--- config.mk ---
export PLATFORM = sky130hd
export DESIGN_NAME = guard_host
export DESIGN_NICKNAME = d
export VERILOG_FILES = /design/src/logic/guard_host_pkg.sv /design/src/logic/guard_host.sv
export SDC_FILE = /design/constraint.sdc
export NUM_CORES = 1
export LEC_CHECK = 0
export BUFFER_PORTS_ARGS = -buffer_cell sky130_fd_sc_hd__clkbuf_2
export CORE_MARGIN = 2
export CORE_UTILIZATION = 63
export DETAILED_ROUTE_END_ITERATION = 8
export GPL_TIMING_DRIVEN = 0
export PLACE_DENSITY = 0.93
export SETUP_SLACK_MARGIN = 0.05
export SLEW_MARGIN = 5
export SYNTH_ARGS = -nofsm -noshare
export SYNTH_HDL_FRONTEND = slang
export SYNTH_SLANG_ARGS = --single-unit
--- constraint.sdc ---
create_clock -name i_sys_clk -period 6.4 [get_ports i_sys_clk]
set_clock_uncertainty 0.15 [all_clocks]
set_input_delay 0.64 -clock i_sys_clk [delete_from_list [all_inputs] [get_ports i_sys_clk]]
set_output_delay 0.64 -clock i_sys_clk [all_outputs]
set_load 0.01 [all_outputs]
--- src/logic/guard_host_pkg.sv ---
// Constants and types of the flash protection command host
package guard_host_pkg;
   // APB register offsets
   localparam logic [7:0] REG_CTRL   = 8'h00;
   localparam logic [7:0] REG_ADDR   = 8'h04;
   localparam logic [7:0] REG_WDATA  = 8'h08;
   localparam logic [7:0] REG_STATUS = 8'h0c;
   localparam logic [7:0] REG_PWD0   = 8'h10;
   localparam logic [7:0] REG_PWD3   = 8'h1c;
   // Timing at 10 MHz
   localparam int CLK_NS          = 100;
   localparam int UNLOCK_GAP_NS   = 1000;
   localparam int GAP_CYC         = (UNLOCK_GAP_NS + CLK_NS - 1) / CLK_NS;
   localparam logic [3:0] GAP_CNT = 4'(GAP_CYC);
   localparam logic [2:0] WE_CYC  = 3'h2;
   localparam logic [2:0] RD_CYC  = 3'h4;
   // Command codes and unlock addresses
   localparam logic [22:0] ADR_555 = 23'h000555;
   localparam logic [22:0] ADR_2AA = 23'h0002aa;
   localparam logic [22:0] ADR_0   = 23'h000000;
   localparam logic [15:0] D_AA = 16'h00aa;
   localparam logic [15:0] D_55 = 16'h0055;
   localparam logic [15:0] D_A0 = 16'h00a0;
   localparam logic [15:0] D_90 = 16'h0090;
   localparam logic [15:0] D_00 = 16'h0000;
   localparam logic [15:0] D_80 = 16'h0080;
   localparam logic [15:0] D_30 = 16'h0030;
   localparam logic [15:0] D_25 = 16'h0025;
   localparam logic [15:0] D_03 = 16'h0003;
   localparam logic [15:0] D_29 = 16'h0029;

   typedef enum logic [3:0] {
      OP_ENT_EXT, OP_EXIT_EXT, OP_ENT_LREG, OP_ENT_PWD, OP_ENT_PERSISTENT_BLOCK_GUARD_BIT,
      OP_ENT_LBIT, OP_ENT_VPB, OP_EXIT_PROT, OP_PROG, OP_READ,
      OP_CLR_ALL, OP_UNLOCK, OP_PWD_PROG4, OP_PWD_RD4
   } op_t;

   typedef enum logic [2:0] {ST_IDLE, ST_GAP, ST_SETUP, ST_STROBE, ST_RECOV} state_t;

   // One bus cycle of a command sequence
   typedef struct packed {
      logic        last;
      logic        rd;
      logic [22:0] addr;
      logic [15:0] data;
   } step_t;

   // Flash pin drive
   typedef struct packed {
      logic        ce_n;
      logic        oe_n;
      logic        we_n;
      logic        dq_oe_n;
      logic [22:0] addr;
      logic [15:0] dq;
   } pins_t;

   localparam pins_t PINS_IDLE = '{1'b1, 1'b1, 1'b1, 1'b1, 23'h0, 16'h0};
endpackage : guard_host_pkg

--- src/logic/guard_host.sv ---
// Flash protection command host with APB control registers
//
// Decided for this implementation: the placing of the registers and the APB register port.
`timescale 1ns/1ps
`default_nettype none
module guard_host
(
   input  wire logic        i_sys_clk,
   input  wire logic        i_reset,
   input  wire logic        i_psel,
   input  wire logic        i_penable,
   input  wire logic        i_pwrite,
   input  wire logic [7:0]  i_paddr,
   input  wire logic [31:0] i_pwdata,
   output var  logic        o_pready,
   output var  logic [31:0] o_prdata,
   output var  logic        o_pslverr,
   output var  logic [22:0] o_addr,
   output var  logic [15:0] o_dq_out,
   output var  logic        o_dq_oe_n,
   input  wire logic [15:0] i_dq_in,
   output var  logic        o_ce_n,
   output var  logic        o_oe_n,
   output var  logic        o_we_n
);
   // --------------------------------------------------
   // Sequence table
   // --------------------------------------------------
   function automatic guard_host_pkg::step_t step_of(
      input guard_host_pkg::op_t op, input logic [2:0] i,
      input logic [22:0] a, input logic [15:0] d, input logic [15:0] pw);
      guard_host_pkg::step_t s;
      logic [22:0] u;
      s = '{1'b0, 1'b0, guard_host_pkg::ADR_0, guard_host_pkg::D_00};
      u = (i == 3'h1) ? guard_host_pkg::ADR_2AA : guard_host_pkg::ADR_555;
      case (op)
         // Three-write entry preambles
         guard_host_pkg::OP_ENT_EXT, guard_host_pkg::OP_ENT_LREG,
         guard_host_pkg::OP_ENT_PWD, guard_host_pkg::OP_ENT_PERSISTENT_BLOCK_GUARD_BIT,
         guard_host_pkg::OP_ENT_LBIT, guard_host_pkg::OP_ENT_VPB:
         begin
            s.addr = u;
            s.last = (i == 3'h2);
            s.data = (i == 3'h0) ? guard_host_pkg::D_AA : guard_host_pkg::D_55;
            if (i == 3'h2)
            begin
               case (op)
                  guard_host_pkg::OP_ENT_EXT:  s.data = 16'h0088;
                  guard_host_pkg::OP_ENT_LREG: s.data = 16'h0040;
                  guard_host_pkg::OP_ENT_PWD:  s.data = 16'h0060;
                  guard_host_pkg::OP_ENT_PERSISTENT_BLOCK_GUARD_BIT: s.data = 16'h00c0;
                  guard_host_pkg::OP_ENT_LBIT: s.data = 16'h0050;
                  default:                     s.data = 16'h00e0;
               endcase
            end
         end
         guard_host_pkg::OP_EXIT_EXT:
         begin
            s.addr = (i == 3'h3) ? guard_host_pkg::ADR_0 : u;
            s.data = (i == 3'h0) ? guard_host_pkg::D_AA : (i == 3'h1) ? guard_host_pkg::D_55 :
                     (i == 3'h2) ? guard_host_pkg::D_90 : guard_host_pkg::D_00;
            s.last = (i == 3'h3);
         end
         guard_host_pkg::OP_EXIT_PROT:
         begin
            s.data = (i == 3'h0) ? guard_host_pkg::D_90 : guard_host_pkg::D_00;
            s.last = (i == 3'h1);
         end
         guard_host_pkg::OP_PROG:
         begin
            s.addr = (i == 3'h0) ? guard_host_pkg::ADR_0 : a;
            s.data = (i == 3'h0) ? guard_host_pkg::D_A0 : d;
            s.last = (i == 3'h1);
         end
         guard_host_pkg::OP_READ:
         begin
            s.addr = a;
            s.rd   = 1'b1;
            s.last = 1'b1;
         end
         guard_host_pkg::OP_CLR_ALL:
         begin
            s.data = (i == 3'h0) ? guard_host_pkg::D_80 : guard_host_pkg::D_30;
            s.last = (i == 3'h1);
         end
         guard_host_pkg::OP_UNLOCK:
         begin
            // 00/25, 00/03, four password words, 00/29
            s.addr = (i >= 3'h2 && i <= 3'h5) ? {21'h0, 2'(i - 3'h2)} : guard_host_pkg::ADR_0;
            s.data = (i == 3'h0) ? guard_host_pkg::D_25 : (i == 3'h1) ? guard_host_pkg::D_03 :
                     (i == 3'h6) ? guard_host_pkg::D_29 : pw;
            s.last = (i == 3'h6);
         end
         guard_host_pkg::OP_PWD_PROG4:
         begin
            s.addr = i[0] ? {21'h0, i[2:1]} : guard_host_pkg::ADR_0;
            s.data = i[0] ? pw : guard_host_pkg::D_A0;
            s.last = (i == 3'h7);
         end
         guard_host_pkg::OP_PWD_RD4:
         begin
            s.addr = {21'h0, i[1:0]};
            s.rd   = 1'b1;
            s.last = (i == 3'h3);
         end
         default:
         begin
            s.last = 1'b1;
         end
      endcase
      return s;
   endfunction : step_of

   // Word index of the password word used by the current step
   function automatic logic [1:0] pw_sel(input guard_host_pkg::op_t op, input logic [2:0] i);
      logic [2:0] k;
      k = i - 3'h2;
      return (op == guard_host_pkg::OP_UNLOCK) ? k[1:0] :
             (op == guard_host_pkg::OP_PWD_PROG4) ? i[2:1] : i[1:0];
   endfunction : pw_sel

   // --------------------------------------------------
   // State
   // --------------------------------------------------
   guard_host_pkg::state_t st_q, st_d;
   guard_host_pkg::op_t    op_q, op_d;
   guard_host_pkg::pins_t  pins_q, pins_d;
   guard_host_pkg::step_t  cur;
   logic [2:0]  idx_q, idx_d, cnt_q, cnt_d;
   logic [3:0]  gap_q, gap_d;
   logic [22:0] addr_q, addr_d;
   logic [15:0] wdata_q, wdata_d, rdata_q, rdata_d;
   logic [15:0] pwd_q [4];
   logic [15:0] pwd_d [4];
   logic        pready_q, pready_d, slverr_q, slverr_d;
   logic [31:0] prdata_q, prdata_d;
   logic [15:0] dq_s1_q, dq_s2_q, dq_s3_q;
   logic        acc, wr;

   // Three-stage pin synchroniser; stage 1 feeds stage 2 only
   always_ff @(posedge i_sys_clk)
   begin
      dq_s1_q <= i_dq_in;
      dq_s2_q <= dq_s1_q;
      dq_s3_q <= dq_s2_q;
   end

   assign cur = step_of(op_q, idx_q, addr_q, wdata_q, pwd_q[pw_sel(op_q, idx_q)]);
   assign acc = i_psel && i_penable && !pready_q;
   assign wr  = acc && i_pwrite;

   // Next-state logic for APB registers and the bus-cycle engine
   always_comb
   begin
      st_d     = st_q;
      op_d     = op_q;
      idx_d    = idx_q;
      cnt_d    = cnt_q;
      gap_d    = (gap_q < guard_host_pkg::GAP_CNT) ? gap_q + 4'h1 : gap_q;
      pins_d   = pins_q;
      addr_d   = addr_q;
      wdata_d  = wdata_q;
      rdata_d  = rdata_q;
      pwd_d    = pwd_q;
      pready_d = acc;
      slverr_d = 1'b0;
      prdata_d = 32'h0;
      // Slave decode; one wait state per access
      if (acc)
      begin
         if (i_paddr == guard_host_pkg::REG_CTRL)
         begin
            if (i_pwrite && st_q == guard_host_pkg::ST_IDLE && i_pwdata[3:0] <= 4'hd)
            begin
               op_d  = guard_host_pkg::op_t'(i_pwdata[3:0]);
               idx_d = 3'h0;
               st_d  = guard_host_pkg::ST_GAP;
            end
            prdata_d = {28'h0, op_q};
         end
         else if (i_paddr == guard_host_pkg::REG_ADDR)
         begin
            if (i_pwrite)
               addr_d = i_pwdata[22:0];
            prdata_d = {9'h0, addr_q};
         end
         else if (i_paddr == guard_host_pkg::REG_WDATA)
         begin
            if (i_pwrite)
               wdata_d = i_pwdata[15:0];
            prdata_d = {16'h0, wdata_q};
         end
         else if (i_paddr == guard_host_pkg::REG_STATUS)
            prdata_d = {rdata_q, 15'h0, (st_q != guard_host_pkg::ST_IDLE)};
         else if (i_paddr >= guard_host_pkg::REG_PWD0 && i_paddr <= guard_host_pkg::REG_PWD3
                  && i_paddr[1:0] == 2'h0)
         begin
            if (i_pwrite && st_q == guard_host_pkg::ST_IDLE)
               pwd_d[i_paddr[3:2]] = i_pwdata[15:0];
            prdata_d = {16'h0, pwd_q[i_paddr[3:2]]};
         end
         else
            slverr_d = 1'b1;
      end
      // Engine: setup, strobe, recovery per bus cycle
      case (st_q)
         guard_host_pkg::ST_IDLE:
            pins_d = guard_host_pkg::PINS_IDLE;
         guard_host_pkg::ST_GAP:
         begin
            // Back-to-back unlocks wait out the spacing
            if (op_q != guard_host_pkg::OP_UNLOCK || gap_q >= guard_host_pkg::GAP_CNT)
            begin
               st_d = guard_host_pkg::ST_SETUP;
               pins_d.ce_n = 1'b0;
               pins_d.addr = cur.addr;
               pins_d.dq = cur.data;
               pins_d.dq_oe_n = cur.rd;
            end
         end
         guard_host_pkg::ST_SETUP:
         begin
            st_d = guard_host_pkg::ST_STROBE;
            cnt_d = cur.rd ? guard_host_pkg::RD_CYC : guard_host_pkg::WE_CYC;
            pins_d.we_n = cur.rd;
            pins_d.oe_n = !cur.rd;
         end
         guard_host_pkg::ST_STROBE:
         begin
            if (cnt_q != 3'h1)
               cnt_d = cnt_q - 3'h1;
            else if (!cur.rd || dq_s2_q == dq_s3_q)
            begin
               // Read data settles through the synchroniser first
               if (cur.rd && op_q == guard_host_pkg::OP_PWD_RD4)
                  pwd_d[idx_q[1:0]] = dq_s3_q;
               else if (cur.rd)
                  rdata_d = dq_s3_q;
               st_d = guard_host_pkg::ST_RECOV;
               // Only strobes rise; data holds through the latching edge
               pins_d.we_n = 1'b1;
               pins_d.oe_n = 1'b1;
               if (op_q == guard_host_pkg::OP_UNLOCK && cur.last)
                  gap_d = 4'h0;
            end
         end
         guard_host_pkg::ST_RECOV:
         begin
            // Release the bus a cycle after the strobe ends
            pins_d = guard_host_pkg::PINS_IDLE;
            pins_d.addr = pins_q.addr;
            idx_d = idx_q + 3'h1;
            st_d = cur.last ? guard_host_pkg::ST_IDLE : guard_host_pkg::ST_GAP;
         end
         default:
            st_d = guard_host_pkg::ST_IDLE;
      endcase
   end

   // Register stage
   always_ff @(posedge i_sys_clk)
   begin
      if (i_reset)
      begin
         st_q     <= guard_host_pkg::ST_IDLE;
         op_q     <= guard_host_pkg::OP_READ;
         idx_q    <= 3'h0;
         cnt_q    <= 3'h0;
         gap_q    <= guard_host_pkg::GAP_CNT;
         pins_q   <= guard_host_pkg::PINS_IDLE;
         addr_q   <= 23'h0;
         wdata_q  <= 16'h0;
         rdata_q  <= 16'h0;
         pwd_q    <= '{16'hffff, 16'hffff, 16'hffff, 16'hffff};
         pready_q <= 1'b0;
         slverr_q <= 1'b0;
         prdata_q <= 32'h0;
      end
      else
      begin
         st_q     <= st_d;
         op_q     <= op_d;
         idx_q    <= idx_d;
         cnt_q    <= cnt_d;
         gap_q    <= gap_d;
         pins_q   <= pins_d;
         addr_q   <= addr_d;
         wdata_q  <= wdata_d;
         rdata_q  <= rdata_d;
         pwd_q    <= pwd_d;
         pready_q <= pready_d;
         slverr_q <= slverr_d;
         prdata_q <= prdata_d;
      end
   end

   assign o_pready  = pready_q;
   assign o_prdata  = prdata_q;
   assign o_pslverr = slverr_q;
   assign o_addr    = pins_q.addr;
   assign o_dq_out  = pins_q.dq;
   assign o_dq_oe_n = pins_q.dq_oe_n;
   assign o_ce_n    = pins_q.ce_n;
   assign o_oe_n    = pins_q.oe_n;
   assign o_we_n    = pins_q.we_n;

   logic done;
   assign done = st_q == guard_host_pkg::ST_RECOV && cur.last;
endmodule : guard_host
`default_nettype wire

After elaboration in Yosys (flattened, before gate mapping)
Cells that the tools add are included.
{ "op_classes": {"add_sub_neg": 4, "n_bitwise": 9, "muxes": 80, "n_eq_ne": 32, "n_lt_le_gt_ge": 12, "reduce_logical": 48} }
{ "ops": {"columns": ["cell", "count"], "rows": [
  ["$mux 64", 11],
  ["$mux 16", 13],
  ["$pmux 23 s7", 1],
  ["$bwmux 64", 2],
  ["$pmux 40 s3", 1],
  ["$pmux 16 s7", 1],
  ["$mux 23", 3],
  ["$bmux 16 s2", 2],
  ["$demux 16 s2", 2],
  ["$mux 8", 6],
  ["$mux 40", 1],
  ["$pmux 8 s5", 1],
  ["$mux 3", 12],
  ["$mux 32", 1],
  ["$eq 4x4->1 const B", 6],
  ["$mux 4", 6],
  ["$mux 11", 2],
  ["$eq 16x16->1", 1],
  ["$eq 4x3->1 const B", 4],
  ["$eq 8x4->1 const B", 2],
  ["$pmux 3 s5", 1],
  ["$eq 3x2->1 const B", 4],
  ["$mux 2", 6],
  ["$reduce_and 3->1", 4],
  ["44 further kinds", 92]
]} }
{ "totals": {"in_bits": 61, "ff_bits": 261, "out_inout_bits": 77, "elab_cells": 211} }

Depth between registers and ports, before layout
{ "depth": {"word_depth": 18, "depth_mapped": 10, "ltp_nobuf": 8} }

Least setup slack after synthesis
Ideal clock, no wire load.
{ "synth_path": {"path_type": "in2reg", "start": "input port i_paddr[1]", "end": "register addr_q[2]", "required_time_ns": 6.181, "arrival_time_ns": 2.564, "slack_ns": 3.616, "setup_ns": 0.069, "path_stages": 9, "path_buffers": 3, "cell_sequence": "or4_4 -> or3_1 -> buf_6 -> nor3b_4 -> and2_1 -> buf_4 -> buf_6 -> nand2_1 -> a21oi_2"} }
{ "synth_via": {"elab_chain_cells": 3, "elab_cells_between_ends": 4, "cone_classes": "eq/ne (1); bitwise (1); reduce/logical (2)"} }
{ "synth_rtl": {"columns": ["item", "line", "rtl"], "rows": [
  ["start, declared", "guard_host.sv:13", "input wire logic [7:0] i_paddr,"],
  ["$logic_not 8->1", "guard_host.sv:171", "if (i_paddr == guard_host_pkg::REG_CTRL)"],
  ["$not 1->1 (no source line)", null, null],
  ["$reduce_and 4->1 (no source line) *", null, null],
  ["end signal, assigned", "guard_host.sv:287", "addr_q <= addr_d;"],
  ["end, declared", "guard_host.sv:131", "logic [22:0] addr_q, addr_d;"]
]} }
Mark *: on every way between the ends. The rest lies on a longest branch, timed or not.
A chain may end at the register's enable or synchronous reset.

Final worst setup path
{ "layout_path": {"start": "register dq_s3_q[1]", "end": "register pwd_q[60] (netlist name)"} }
{ "layout_via": {"elab_chain_cells": 5} }
{ "layout_rtl": {"columns": ["item", "line", "rtl"], "rows": [
  ["start, declared", "guard_host.sv:137", "logic [15:0] dq_s1_q, dq_s2_q, dq_s3_q;"],
  ["start signal, assigned", "guard_host.sv:145", "dq_s3_q <= dq_s2_q;"],
  ["$eq 16x16->1", "guard_host.sv:232", "else if (!cur.rd || dq_s2_q == dq_s3_q)"],
  ["$logic_or 1x1->1", "guard_host.sv:232", null],
  ["$mux 64", "guard_host.sv:232", null],
  ["$mux 64", "guard_host.sv:230", "if (cnt_q != 3'h1)"],
  ["$mux 64", "guard_host.sv:206", "case (st_q)"],
  ["end signal, assigned", "guard_host.sv:274", "pwd_q <= '{16'hffff, 16'hffff, 16'hffff, 16'hffff};"],
  ["end signal, assigned", "guard_host.sv:290", "pwd_q <= pwd_d;"],
  ["end, declared", "guard_host.sv:133", "logic [15:0] pwd_q [4];"]
]} }
No other way between the ends.

==> results_dict.tcl <==
set metrics [dict create \
    yosysSeqAreaShare_pct 45.8 \
    grt_pass1_wl_mm 59.1 \
    core-area_mm2 0.0179 \
    cts.sinks 261 \
    fin_crit_ns 3.59 \
    ios 138 \
    synth_ff_type "dfxtp_1" \
    yosys-top-cells-count "dfxtp_1 (261), nand2_1 (153), a31oi_1 (99)" \
    clock_latency_ns 0.55 \
    period_share_pct 56.0 \
    crit_required_ns 6.65 \
    grtUsageTotal_pct 39.0 \
    antenna_left 0 \
    drv_slew 0 \
    hold_viol_final 0 \
    path_class "reg -> reg" \
    cts_tree "yes" \
    worstSetupEndpointType "flop" \
    max_clock_freq_ghz 0.279 \
    gp_congestion 1.06 \
    yosysUniqueCellTypes 69 \
    dp_hpwl_mm 28.4 \
    antenna_found_initial 0 \
    outcome "finished, final reports clean" \
    synth_area_leaders "dfxtp_1 (46%), mux4_2 (6.1%), a31oi_1 (5.4%), mux2i_1 (5.3%), nand2_1 (5.0%)" \
    cts_buffer_depth 3 \
    fin_setup_tns_ns 0 \
    rsz0062_at_grt "false" \
    clkTransAtPathRegs_ns 0.06 \
    overflow 0 \
    reg2reg_slack_ns 2.81 \
    hold_buffers 0 \
    fp.dieW_um 139 \
    synth.most_common_cell "dfxtp_1" \
    drc_errors 0 \
    hold_class "in -> reg" \
    avgSynthCellArea_um2 9.24 \
    yosys_warnings 0 \
    fin_hold_ws_ns 0.0485 \
    synth_top_cell_area_share_pct 45.8 \
    antennaDiodeCount 0 \
    multiInputGateArea_mm2 0.00568 \
    vdd_ir_drop_max_mv 0.256 \
    routed_wl_mm 38.8 \
    post_cts_buffers 0 \
    powerDensity_mw_per_mm2 250 \
    syn_inst 1236 \
    cap_viol_max_count 0 \
    max-slew-margin-rel_pct 25.7 \
    die_h_um 139 \
    vias 11108 \
    synthesis.area_mm2 0.0114 \
    cp_max_fo 10 \
    cts_made_buffers 26 \
    initial_core_util_pct 63.8 \
    fillers 1286 \
    total_leakage_power_uw 0.00500 \
    crit_arrival_ns 3.84 \
    cts.htree.levels 1 \
    drtIter0Drc 1694 \
    drive_gt1_share_pct 17.9 \
    syn-num-nets 1307 \
    synth_edf_count 0 \
    worstMarginPinSlew_ns 1.11 \
    via_per_inst 6.80 \
    rows 49 \
    drtPass1Iterations 7 \
    portBuffers 122 \
    finish.net_count 1457 \
    grt_pass1_vias 10587 \
    cts_resized 0 \
    clockRootBuffer "clkbuf_16" \
    finalSetupViolCount 0 \
    ys_ff_latch 261 \
    die_area_mm2 0.0192 \
    wire_per_inst_um 23.8 \
    worstSetupStartpointType "flop" \
    synth_area_leader_cell "dfxtp_1" \
    area_growth_pct 15.3 \
    synthArstFlopShare_pct 0 \
    grt_max_degree 15 \
    area.sequential_mm2 0.00523 \
]
[path summary, 6_finish.rpt]
| check | startpoint | to | cells past startpoint |
|---|---|---|---|
| hold reg to reg | dq_s1_q[10]$_DFF_P_ | dq_s2_q[10]$_DFF_P_ | 0 |
| setup / recovery | dq_s3_q[1]$_DFF_P_ | pwd_q[60]$_SDFF_PP1_ | 7 |
| hold / removal | i_dq_in[11] | dq_s1_q[11]$_DFF_P_ | 1 |
| setup reg to reg | dq_s3_q[1]$_DFF_P_ | pwd_q[60]$_SDFF_PP1_ | 7 |
[metal layers]
metal	routed length [um]	vias to the layer above	global-route usage, %
met4	2340	0	20.8
met3	4910	178	10.0
li1	-	4832	-
met5	0	-	0
met1	14300	5239	49.7
met2	17300	859	61.6
[placed cells by master (no fill, tap or decap), types with 9 or more instances in the layout]
| cell type | instances |
|---|---|
| xnor2_1 | 19 |
| ha_1 | 10 |
| mux2i_1 | 60 |
| a31oi_1 | 99 |
| nand2b_1 | 9 |
| a22o_1 | 9 |
| dfxtp_1 | 261 |
| a21oi_1 | 93 |
| o21ai_0 | 30 |
| and2_1 | 12 |
| nand4_1 | 10 |
| mux4_2 | 31 |
| a21oi_2 | 10 |
| inv_1 | 14 |
| clkbuf_16 | 26 |
| nand2_1 | 153 |
| clkbuf_2 | 123 |
| nor2_1 | 75 |
| nor3_1 | 78 |
| buf_2 | 11 |
| nand3_1 | 11 |
| nor2b_1 | 10 |
| a222oi_1 | 9 |
| a22oi_1 | 27 |
| clkbuf_1 | 84 |
[worst max-delay path, stage by stage, from the launching register on]
cell and delay, ns:
dfxtp_1 0.60, xnor2_1 0.22, nand4_1 0.15, nor4_2 0.97, nand4_1 0.58, clkbuf_1 0.44
nor3_1 0.26, a31oi_1 0.06
[cells by family after synthesis]
logic type / after synthesis / share of synthesized area [%]
flip-flops: 261 / 45.8
AO/OA/AOI/OAI: 325 / 18.3
AND/OR/NAND/NOR: 403 / 16.9
XOR/XNOR: 19 / 1.46
adder cells (fa/ha/maj): 10 / 1.10
multiplexers: 96 / 11.9
buffers and inverters: 122 / 4.60
[sequential cells by signal, summed over array words and instances (netlist names), 16 cells and up]
| register | flops |
|---|---|
| addr_q | 23 |
| dq_s1_q | 16 |
| dq_s2_q | 16 |
| dq_s3_q | 16 |
| o_addr | 23 |
| o_dq_out | 16 |
| o_prdata | 32 |
| pwd_q | 64 |
| rdata_q | 16 |
| wdata_q | 16 |
[area by class of cell]
cell class                      instances  area share [%]
Inverter                               16           0.456
Clock buffer                           39            5.77
Clock inverter                          7           0.646
Tap cell                              229            2.18
Buffer                                106            3.53
Sequential cell                       261            39.7
Timing Repair Buffer                  122            4.64
Multi-Input combinational cell        853            43.1
[power breakdown]
| group | total, uW | switching, uW | internal [uW] | leakage (uW) |
|---|---|---|---|---|
| registers | 1660 | 22.4 | 1640 | 0.00212 |
| clock network | 1510 | 652 | 862 | 0.000412 |
| logic | 120 | 84.6 | 35.2 | 0.00246 |
| total | 3300 | 759 | 2540 | 0.00500 |
[stage by stage]
step	power [uW]	utilization [%]	instances	area (um2)	worst slack, ns
after floorplan	1750	-	1236	11400	3.62
after global placement	1810	68.8	1587	12300	2.71
after detailed placement	1810	68.8	1587	12300	3.08
after CTS	3280	73.6	1633	13200	3.09
after global routing	3350	73.6	1633	13200	2.80
final	3300	73.6	1633	13200	2.81
No activity file was read; power rests on OpenSTA's default activity.
